--- config.mk ---
export PLATFORM = sky130hd
export DESIGN_NAME = sbrg_top
export DESIGN_NICKNAME = d
export VERILOG_FILES = /design/src/sbrg_pkg.sv /design/src/sbrg_top.sv
export SDC_FILE = /design/constraint.sdc
export NUM_CORES = 1
export LEC_CHECK = 0
export ABC_AREA = 1
export BUFFER_PORTS_ARGS = -buffer_cell sky130_fd_sc_hd__buf_4
export CAP_MARGIN = 20
export CORE_ASPECT_RATIO = 1.2
export CORE_MARGIN = 8
export CORE_UTILIZATION = 42
export CTS_BUF_LIST = sky130_fd_sc_hd__clkbuf_16
export DETAILED_ROUTE_END_ITERATION = 7
export GPL_ROUTABILITY_DRIVEN = 0
export PLACE_DENSITY = 0.79
export SLEW_MARGIN = 20
export SYNTH_ARGS = -nofsm -noshare
export SYNTH_HDL_FRONTEND = slang
export SYNTH_SLANG_ARGS = --single-unit
--- constraint.sdc ---
create_clock -name CORE_CLK -period 1.6 [get_ports CORE_CLK]
set_input_delay 0.16 -clock CORE_CLK [delete_from_list [all_inputs] [get_ports CORE_CLK]]
set_output_delay 0.16 -clock CORE_CLK [all_outputs]
set_load 0.05 [all_outputs]
--- src/sbrg_pkg.sv ---
// Contract
// - One rate from the control register drives both receiver and transmitter.
// - Prescaler select codes 00,01,10,11 divide by 1,3,4,13.
// - Reset clears both select fields; both are software readable and writable.
// - Divisor select code n divides by two to the power n.
// - Bit rate equals clock over 64 times prescaler times binary divisor.
// =====================================================================
// Shared constants and types
// =====================================================================
package sbrg_pkg;
   localparam int ADDR_W = 12;
   localparam logic [11:0] RATE_CTRL_OFFSET = 12'h000;
   localparam logic [11:0] RATE_STATUS_OFFSET = 12'h004;
   localparam int PRESCALER_LO_POS = 3;
   localparam int PRESCALER_HI_POS = 4;
   localparam int RATE_DIV_POS = 0;
   localparam logic [7:0] RATE_CTRL_RESET = 8'h00;
   // Sixteen ticks per bit, so 64 splits into 16 x 4
   localparam int OVERSAMPLE = 16;
   localparam logic [5:0] BASE_DIV = 6'h04;
   localparam logic [5:0] PD_CODE0 = 6'h01;
   localparam logic [5:0] PD_CODE1 = 6'h03;
   localparam logic [5:0] PD_CODE2 = 6'h04;
   localparam logic [5:0] PD_CODE3 = 6'h0d;

   typedef struct packed {
      logic prescaler_select_hi;
      logic prescaler_select_lo;
      logic [2:0] rate_divisor_select;
   } sbrg_sel_s;
endpackage

--- src/sbrg_top.sv ---
`timescale 1ns/1ps
module sbrg_top (
   // Clock and reset
   input wire logic CORE_CLK,
   input wire logic RESET,
   // APB slave
   input wire logic PSEL,
   input wire logic PENABLE,
   input wire logic PWRITE,
   input wire logic [sbrg_pkg::ADDR_W-1:0] PADDR,
   input wire logic [31:0] PWDATA,
   input wire logic [3:0] PSTRB,
   output logic [31:0] PRDATA,
   output logic PREADY,
   output logic PSLVERR,
   // Rate ticks to receiver and transmitter
   output logic RX_SAMPLE_TICK,
   output logic TX_BIT_TICK
);
   // =====================================================================
   // Register bus
   // =====================================================================
   sbrg_pkg::sbrg_sel_s sel, next_sel;
   logic [31:0] next_prdata;
   logic next_pready, next_pslverr;
   logic access, hit_ctrl, hit_status, wr_ctrl, reload;
   logic [3:0] os_cnt, next_os_cnt;

   assign hit_ctrl = (PADDR == sbrg_pkg::RATE_CTRL_OFFSET);
   assign hit_status = (PADDR == sbrg_pkg::RATE_STATUS_OFFSET);
   // Write lands only on the edge where the master sees PREADY high
   assign access = PSEL && PENABLE && PREADY;
   assign wr_ctrl = access && PWRITE && hit_ctrl && PSTRB[0];
   assign reload = wr_ctrl && (PWDATA[4:0] != sel);

   always_comb
   begin
      next_sel = sel;
      if (wr_ctrl)
      begin
         next_sel = PWDATA[4:0];
      end
      next_pready = PSEL && PENABLE && !PREADY;
      next_pslverr = next_pready && !hit_ctrl && !hit_status;
      next_prdata = 32'h0000_0000;
      if (next_pready && !PWRITE && hit_ctrl)
      begin
         next_prdata = {27'h000_0000, sel};
      end
      else if (next_pready && !PWRITE && hit_status)
      begin
         next_prdata = {28'h000_0000, os_cnt};
      end
   end

   always_ff @(posedge CORE_CLK)
   begin
      if (RESET)
      begin
         sel <= sbrg_pkg::RATE_CTRL_RESET[4:0];
         PREADY <= 1'b0;
         PSLVERR <= 1'b0;
         PRDATA <= 32'h0000_0000;
      end
      else
      begin
         sel <= next_sel;
         PREADY <= next_pready;
         PSLVERR <= next_pslverr;
         PRDATA <= next_prdata;
      end
   end

   // =====================================================================
   // Rate divider
   // =====================================================================
   logic [5:0] pd, pre_last, pre_cnt, next_pre_cnt;
   logic [6:0] bd_cnt, next_bd_cnt, bd_last;
   logic pre_end, bd_end, next_rx, next_tx;

   always_comb
   begin
      case ({sel.prescaler_select_hi, sel.prescaler_select_lo})
         2'h0: pd = sbrg_pkg::PD_CODE0;
         2'h1: pd = sbrg_pkg::PD_CODE1;
         2'h2: pd = sbrg_pkg::PD_CODE2;
         2'h3: pd = sbrg_pkg::PD_CODE3;
         default: pd = sbrg_pkg::PD_CODE0;
      endcase
   end

   // 4 x PD fits in six bits: 52 at most
   assign pre_last = 6'((pd * sbrg_pkg::BASE_DIV) - 6'h01);
   assign bd_last = 7'((8'h01 << sel.rate_divisor_select) - 8'h01);
   assign pre_end = (pre_cnt == pre_last);
   assign bd_end = (bd_cnt == bd_last);

   always_comb
   begin
      next_pre_cnt = pre_end ? 6'h00 : 6'(pre_cnt + 6'h01);
      next_bd_cnt = bd_cnt;
      next_os_cnt = os_cnt;
      next_rx = 1'b0;
      next_tx = 1'b0;
      if (pre_end)
      begin
         next_bd_cnt = bd_end ? 7'h00 : 7'(bd_cnt + 7'h01);
      end
      if (pre_end && bd_end)
      begin
         next_rx = 1'b1;
         next_os_cnt = 4'(os_cnt + 4'h1);
         next_tx = (os_cnt == 4'(sbrg_pkg::OVERSAMPLE - 1));
      end
      // A new rate restarts cleanly rather than finishing an old period
      if (reload)
      begin
         next_pre_cnt = 6'h00;
         next_bd_cnt = 7'h00;
         next_os_cnt = 4'h0;
         next_rx = 1'b0;
         next_tx = 1'b0;
      end
   end

   always_ff @(posedge CORE_CLK)
   begin
      if (RESET)
      begin
         pre_cnt <= 6'h00;
         bd_cnt <= 7'h00;
         os_cnt <= 4'h0;
         RX_SAMPLE_TICK <= 1'b0;
         TX_BIT_TICK <= 1'b0;
      end
      else
      begin
         pre_cnt <= next_pre_cnt;
         bd_cnt <= next_bd_cnt;
         os_cnt <= next_os_cnt;
         RX_SAMPLE_TICK <= next_rx;
         TX_BIT_TICK <= next_tx;
      end
   end

   logic [13:0] gap, per_cyc;
   logic seen, rst_d;
   assign per_cyc = 14'(pd * sbrg_pkg::BASE_DIV) << sel.rate_divisor_select;
   always_ff @(posedge CORE_CLK)
   begin
      rst_d <= RESET;
      gap <= RX_SAMPLE_TICK ? 14'h0001 : 14'(gap + 14'h0001);
      seen <= (RESET || reload) ? 1'b0 : (RX_SAMPLE_TICK ? 1'b1 : seen);
   end
endmodule // sbrg_top

## After elaboration in Yosys (flattened, before gate mapping)

Cells that the tools add are included.

- Add/sub/neg operators: 5
- $mul: 0
- Divide/modulo/power cells: 0
- $lt $le $gt $ge: 0
- Eq/ne operators: 8
- Shifts and indexed selects: 1
- Muxes and demuxes: 5
- Bitwise gates (word level): 1
- Reductions and logical operators: 23

Operators by type and width:

| operator | count |
|---|---|
| $pmux W4 S4 | 1 |
| $logic_and A1 B1 Y1 | 13 |
| $eq A12 B3 Y1 const B | 1 |
| $logic_not A12 Y1 | 1 |
| $add A7 B1 Y7 const B | 1 |
| $eq A7 B7 Y1 | 1 |
| $mux W7 | 1 |
| $shl A1 B3 Y7 const A | 1 |
| $sub A7 B1 Y7 const B | 1 |
| $add A6 B1 Y6 const B | 1 |
| $eq A6 B6 Y1 | 1 |
| $reduce_or A3 Y1 | 2 |
| $sub A6 B1 Y6 const B | 1 |
| $mux W5 | 1 |
| $ne A5 B5 Y1 | 1 |
| $add A4 B1 Y4 const B | 1 |
| $eq A2 B2 Y1 const B | 2 |
| $eq A4 B4 Y1 const B | 1 |
| $logic_not A1 Y1 | 4 |
| $mux W4 | 1 |
| $reduce_or A2 Y1 | 2 |
| $eq A2 B1 Y1 const B | 1 |
| $logic_not A2 Y1 | 1 |
| $mux W1 | 1 |
| $not A1 Y1 | 1 |

- Flip-flop bits (word level): 58
- Latch bits: 0
- Memory bits (writable): 0
- ROM bits: 0
- Input port bits: 53
- Output and inout bits: 36
- Logic and storage cells: 55
- Memories kept: 0

## Logic depth before layout (Yosys ltp)

- Depth in word-level cells: 7
- Mapped depth: 11
- Mapped depth without buffers: 11

## Worst setup path after synthesis

Ideal clock, no wire load.

- Kind: register to register
- Start point: register sel[3] (netlist name)
- End point: register bd_cnt[4]
- Arrival time: 1.487 ns
- Slack: -0.004 ns
- Stages on the path, launching flop included: 9
- Clock period less this slack: 1.604 ns
- Cell sequence: dfxtp_1 -> inv_1 -> ha_1 -> xor2_1 -> nand3_2 -> inv_2 -> nand3_4 -> nand2_1 -> nor2_1

- Longest elaborated chain between the ends: 4

RTL lines:

| element | RTL line | text |
|---|---|---|
| from (decl) | sbrg_top.sv:23 | `sbrg_pkg::sbrg_sel_s sel, next_sel;` |
| from (signal assigned) | sbrg_top.sv:60 | `sel <= sbrg_pkg::RATE_CTRL_RESET[4:0];` |
| from (signal assigned) | sbrg_top.sv:67 | `sel <= next_sel;` |
| $eq A2 B2 Y1, or another cell as far along | sbrg_top.sv:83 | `case ({sel.prescaler_select_hi, sel.prescaler_select_lo})` |
| $pmux W4 S4 | sbrg_top.sv:83 |  |
| $sub A6 B1 Y6 | sbrg_top.sv:93 | `assign pre_last = 6'((pd * sbrg_pkg::BASE_DIV) - 6'h01);` |
| $eq A6 B6 Y1 | sbrg_top.sv:95 | `assign pre_end = (pre_cnt == pre_last);` |
| to (signal assigned) | sbrg_top.sv:139 | `bd_cnt <= next_bd_cnt;` |
| to (decl) | sbrg_top.sv:78 | `logic [6:0] bd_cnt, next_bd_cnt, bd_last;` |

Several ways; a longest one is shown, not always the timed one.
A chain may end at the register's enable or synchronous reset.

## Worst setup path after layout

- Start point: register sel[3] (netlist name)
- End point: register os_cnt[2]

- Longest elaborated chain between the ends: 5

RTL lines:

| element | RTL line | text |
|---|---|---|
| $eq A2 B2 Y1, or another cell as far along | sbrg_top.sv:83 |  |
| $pmux W4 S4 | sbrg_top.sv:83 |  |
| $sub A6 B1 Y6 | sbrg_top.sv:93 |  |
| $eq A6 B6 Y1 | sbrg_top.sv:95 |  |
| $logic_and A1 B1 Y1 | sbrg_top.sv:109 | `if (pre_end && bd_end)` |
| to (signal assigned) | sbrg_top.sv:140 | `os_cnt <= next_os_cnt;` |
| to (decl) | sbrg_top.sv:27 | `logic [3:0] os_cnt, next_os_cnt;` |

Several ways; a longest one is shown, not always the timed one.

==> impl_summary.log <==
[metrics] sink of the worst hold path: PRDATA[2]
[metrics] area growth from synthesis to layout: 28.87%
[metrics] violations in the final reports: setup timing
[metrics] number of nets with antenna violations after detailed routing: 0
[metrics] max_cap viols: 0
[metrics] hold_sp: RESET
[metrics] setup slack, reg-to-reg: -6 ps
[metrics] multiplexer fraction of the synthesized cell area: 0%
[metrics] number of setup violations in the final report: 1
[metrics] clock buffer count from CTS: 5
[metrics] fin util: 55.96%
[metrics] startpoint of the worst register-to-register path: sel[3]
[metrics] initial detailed-routing violation count: 46
[metrics] clock network power share: 51.9%
[metrics] worst path cell trace: inv_2 -> ha_4 -> xor2_4 -> nand3_4 -> inv_4 -> buf_12 -> buf_12 -> nand4_1 -> a21oi_1
[metrics] sequential share of power: 34.3%
[metrics] Pwr per Cell Area: 982.9 nW/um^2
[metrics] clock network latency to the later pin of the worst-skew pair: 280 ps
[metrics] starting density of the core: 43.42%
[metrics] # H-tree levels: 2
[metrics] Residual DRC: 0
[metrics] final non-filler cell area: 2385 sq um
[metrics] core region area: 4262 sq um
[metrics] clock-pin slew on the worst setup and hold paths: 50 ps
[metrics] clock sinks: 31
[metrics] FP Rows: 26
[metrics] worst setup path class: flip-flop to flip-flop
[metrics] dominant combinational cell family by area after synthesis: simple AND/OR/NAND/NOR gates
[metrics] worst hold slack: 119.1 ps
[metrics] vertical die dimension: 88.72 um
[metrics] Crit Reg-Reg Endpoint: os_cnt[2]
[metrics] parity-gate share of the synthesized area counting xor and xnor cells: 8.046%
[metrics] Inserted Diodes: 0
[metrics] post-synthesis instance area: 1851 sq um
[metrics] largest fanout on the critical path: 5
[metrics] Synth cell types: 24
[metrics] fraction of the mapped netlist area in adder cells: 3.381%
[metrics] arrival time of the worst setup path: 1810 ps
[metrics] category of the worst setup path launch point: flip-flop
[metrics] hold-critical path depth: 2
[metrics] kind of path behind the tightest hold check: input port to flip-flop
[metrics] clk root buf: clkbuf_16
[metrics] pin count of the biggest net entering global routing: 11
[metrics] Comb power frac: 13.9%
[metrics] compound-gate portion of the synthesized area: 5.139%
[metrics] reported leakage power: 0.001084 uW
[metrics] Internal Dissipation: 1765 uW
[metrics] Max clock buf depth: 2
[metrics] number of endpoints with negative hold slack in the final report: 0
[metrics] Simple-Gate Fraction of Synth Area: 31.78%
[metrics] fin crit share: 100.4%
[metrics] shortest clock period the worst path allows after layout: 1606 ps
[metrics] number of top-level pins: 89
[metrics] setup total negative slack: -6.362 ps
[metrics] Tot GR Track Use: 12.74%
[metrics] commonest non-fill, non-tap cells in the layout: 52 x nand2_1, 41 x buf_4, 32 x nor2_1
[metrics] Critical-path top delay cell: dfxtp_2
[metrics] maximum VDD drop: 589.8 uV
[metrics] DIE AREA: 6795 sq um
[metrics] number of antenna violations at the first check in global routing: 0
[metrics] most common cell after layout, fill and taps aside: nand2_1
[metrics] maximum clock frequency: 622.5 MHz
[metrics] Yosys reg bits: 31
[metrics] sw frac: 24.69%
[metrics] crit-path leading delay family: buffers and inverters
[metrics] maximum single-stage delay on the critical path: 340 ps
[metrics] Detailed Routing Iterations Pass 1: 4
[metrics] wire length of the first global-routing pass: 7113 um
[metrics] number of global-route vias before repair: 1,736
[metrics] Avg Inst Size Synth: 7.063 sq um
[metrics] sequential fraction of the synthesis area: 33.54%
[metrics] count of buffers inserted at the top-level ports: 31
[metrics] proportion of layout cells with a drive suffix above 1: 24.43%
[metrics] global-route congestion overflow total: 0
[metrics] die width: 76.60 um
[metrics] number of vias in the routed layout: 1,670
[metrics] HPWL after DPL: 3193 um
[metrics] total cell area at the placement stage: 2111 sq um
[metrics] status: finished, violations left
[metrics] Final Max Tran Viols: 0
[metrics] RSZ-0062 raised after global routing: true
[metrics] TritonCTS clock tree: built
[metrics] Routed wire per std cell: 11.82 um
[metrics] data required time of the worst path: 1800 ps
[metrics] Bufs and invs on worst path: 4
[metrics] synthesis warning total: 0
[metrics] number of vias per cell after detailed routing: 4.601
[metrics] final net count: 364
[metrics] NetSw: 578.8 uW
[metrics] Fin Clk Skew: 6.235 ps
[metrics] Post-Route WL: 4291 um
[metrics] number of cells produced by synthesis: 262
[metrics] kind of end point of the critical path: flip-flop
[metrics] setup slack after layout: -6.362 ps
[metrics] cells on worst reg2reg path: 9
[metrics] cell occurring most often along the worst timing path: buf_12
==> per-layer routing <==
| layer | up-vias | GRT usage (%) | share of wire [%] |
|---|---|---|---|
| met5 | - | 0 | 0 |
| met4 | 0 | 5.254 | 1.8 |
| met3 | 8 | 4.472 | 6.3 |
| met2 | 57 | 24.34 | 51 |
| met1 | 750 | 12.29 | 40 |
| li1 | 855 | - | - |
==> worst max-delay path by stage <==
stage / end / from / slack, ps / depth (start not counted)
after floorplan: bd_cnt[4] / sel[3] / 8 / 8
after detailed placement: bd_cnt[4] / sel[3] / -80 / 8
after global routing: pre_cnt[5] / sel[4] / -90 / 8
after global placement: bd_cnt[5] / sel[3] / -9 / 8
after CTS: bd_cnt[3] / sel[3] / 6 / 11
final: os_cnt[2] / sel[3] / -6 / 9
==> worst register-to-register path: stages, from the launching register on <==
cell     delay [ps]
dfxtp_2         340
inv_2            50
ha_4            280
xor2_4          170
nand3_4         120
inv_4           100
buf_12          110
buf_12           90
nand4_1          90
a21oi_1         180
==> what timing repair did <==
item,in CTS,in global routing
endpoints found under the setup margin,8,18
gates resized for setup,4,11
gates cloned,0,0
pin swaps,4,11
hold buffers,0,0
setup buffers,0,2
==> stage by stage <==
step	setup slack [ps]	instances	power [uW]
global placement	-8.642	353	1123
floorplan	7.922	288	1098
CTS	6.149	361	2344
detailed placement	-80.55	353	1127
finish	-6.362	363	2344
global route	-94.92	363	2404
==> area by class of cell <==
class	instances	area, sq um
tap	56	70.07
clock buffer	5	125.1
inverter	27	103.9
sequential	31	624.3
clock inverter	3	63.81
multi-input combinational	198	1050
timing repair buffer	43	347.8
fill	385	1877
==> synthesized netlist by cell type <==
cell	number	share of area [%]
or2_2	1	0.34
ha_1	5	3.4
nand3_1	19	5.1
inv_1	22	4.5
nand4_1	6	2.0
inv_2	5	1.0
nand3_4	1	0.95
buf_4	29	12
xor2_1	9	4.3
a21oi_1	13	3.5
nor2_2	3	1.0
clkbuf_1	2	0.41
xnor2_1	8	3.8
nand3b_1	2	0.81
nor2_4	2	1.2
nand2_1	55	11
nor2_1	34	6.9
o21ai_0	6	1.6
nand3_2	1	0.54
nor4_1	1	0.34
nor3_1	5	1.4
buf_2	1	0.27
conb_1	1	0.20
dfxtp_1	31	34
==> state kept, by name, indices dropped and copies added (netlist names) <==
register / cells
bd_cnt: 7
pre_cnt: 6
PRDATA: 5
sel: 5
os_cnt: 4
PREADY: 1
PSLVERR: 1
RX_SAMPLE_TICK: 1
TX_BIT_TICK: 1
==> power by group through the flow <==
| stage | sequential (uW) | clock [uW] | combinational, uW |
|---|---|---|---|
| CTS | 803 | 1230 | 311 |
| finish | 803 | 1220 | 325 |
| detailed placement | 818 | 0 | 309 |
| global placement | 818 | 0 | 306 |
| global route | 805 | 1250 | 346 |
| floorplan | 827 | 0 | 272 |
==> cell families (layout without fill, tap and decap cells) <==
group / count (synthesis) / after routing
AND/OR/NAND/NOR: 130 / 130
buffers and inverters: 59 / 78
flip-flops: 31 / 31
AO/OA/AOI/OAI: 19 / 19
XOR/XNOR: 17 / 17
adder cells (fa/ha/maj): 5 / 5
other: 1 / 27
(Power assumes the default switching activity.)
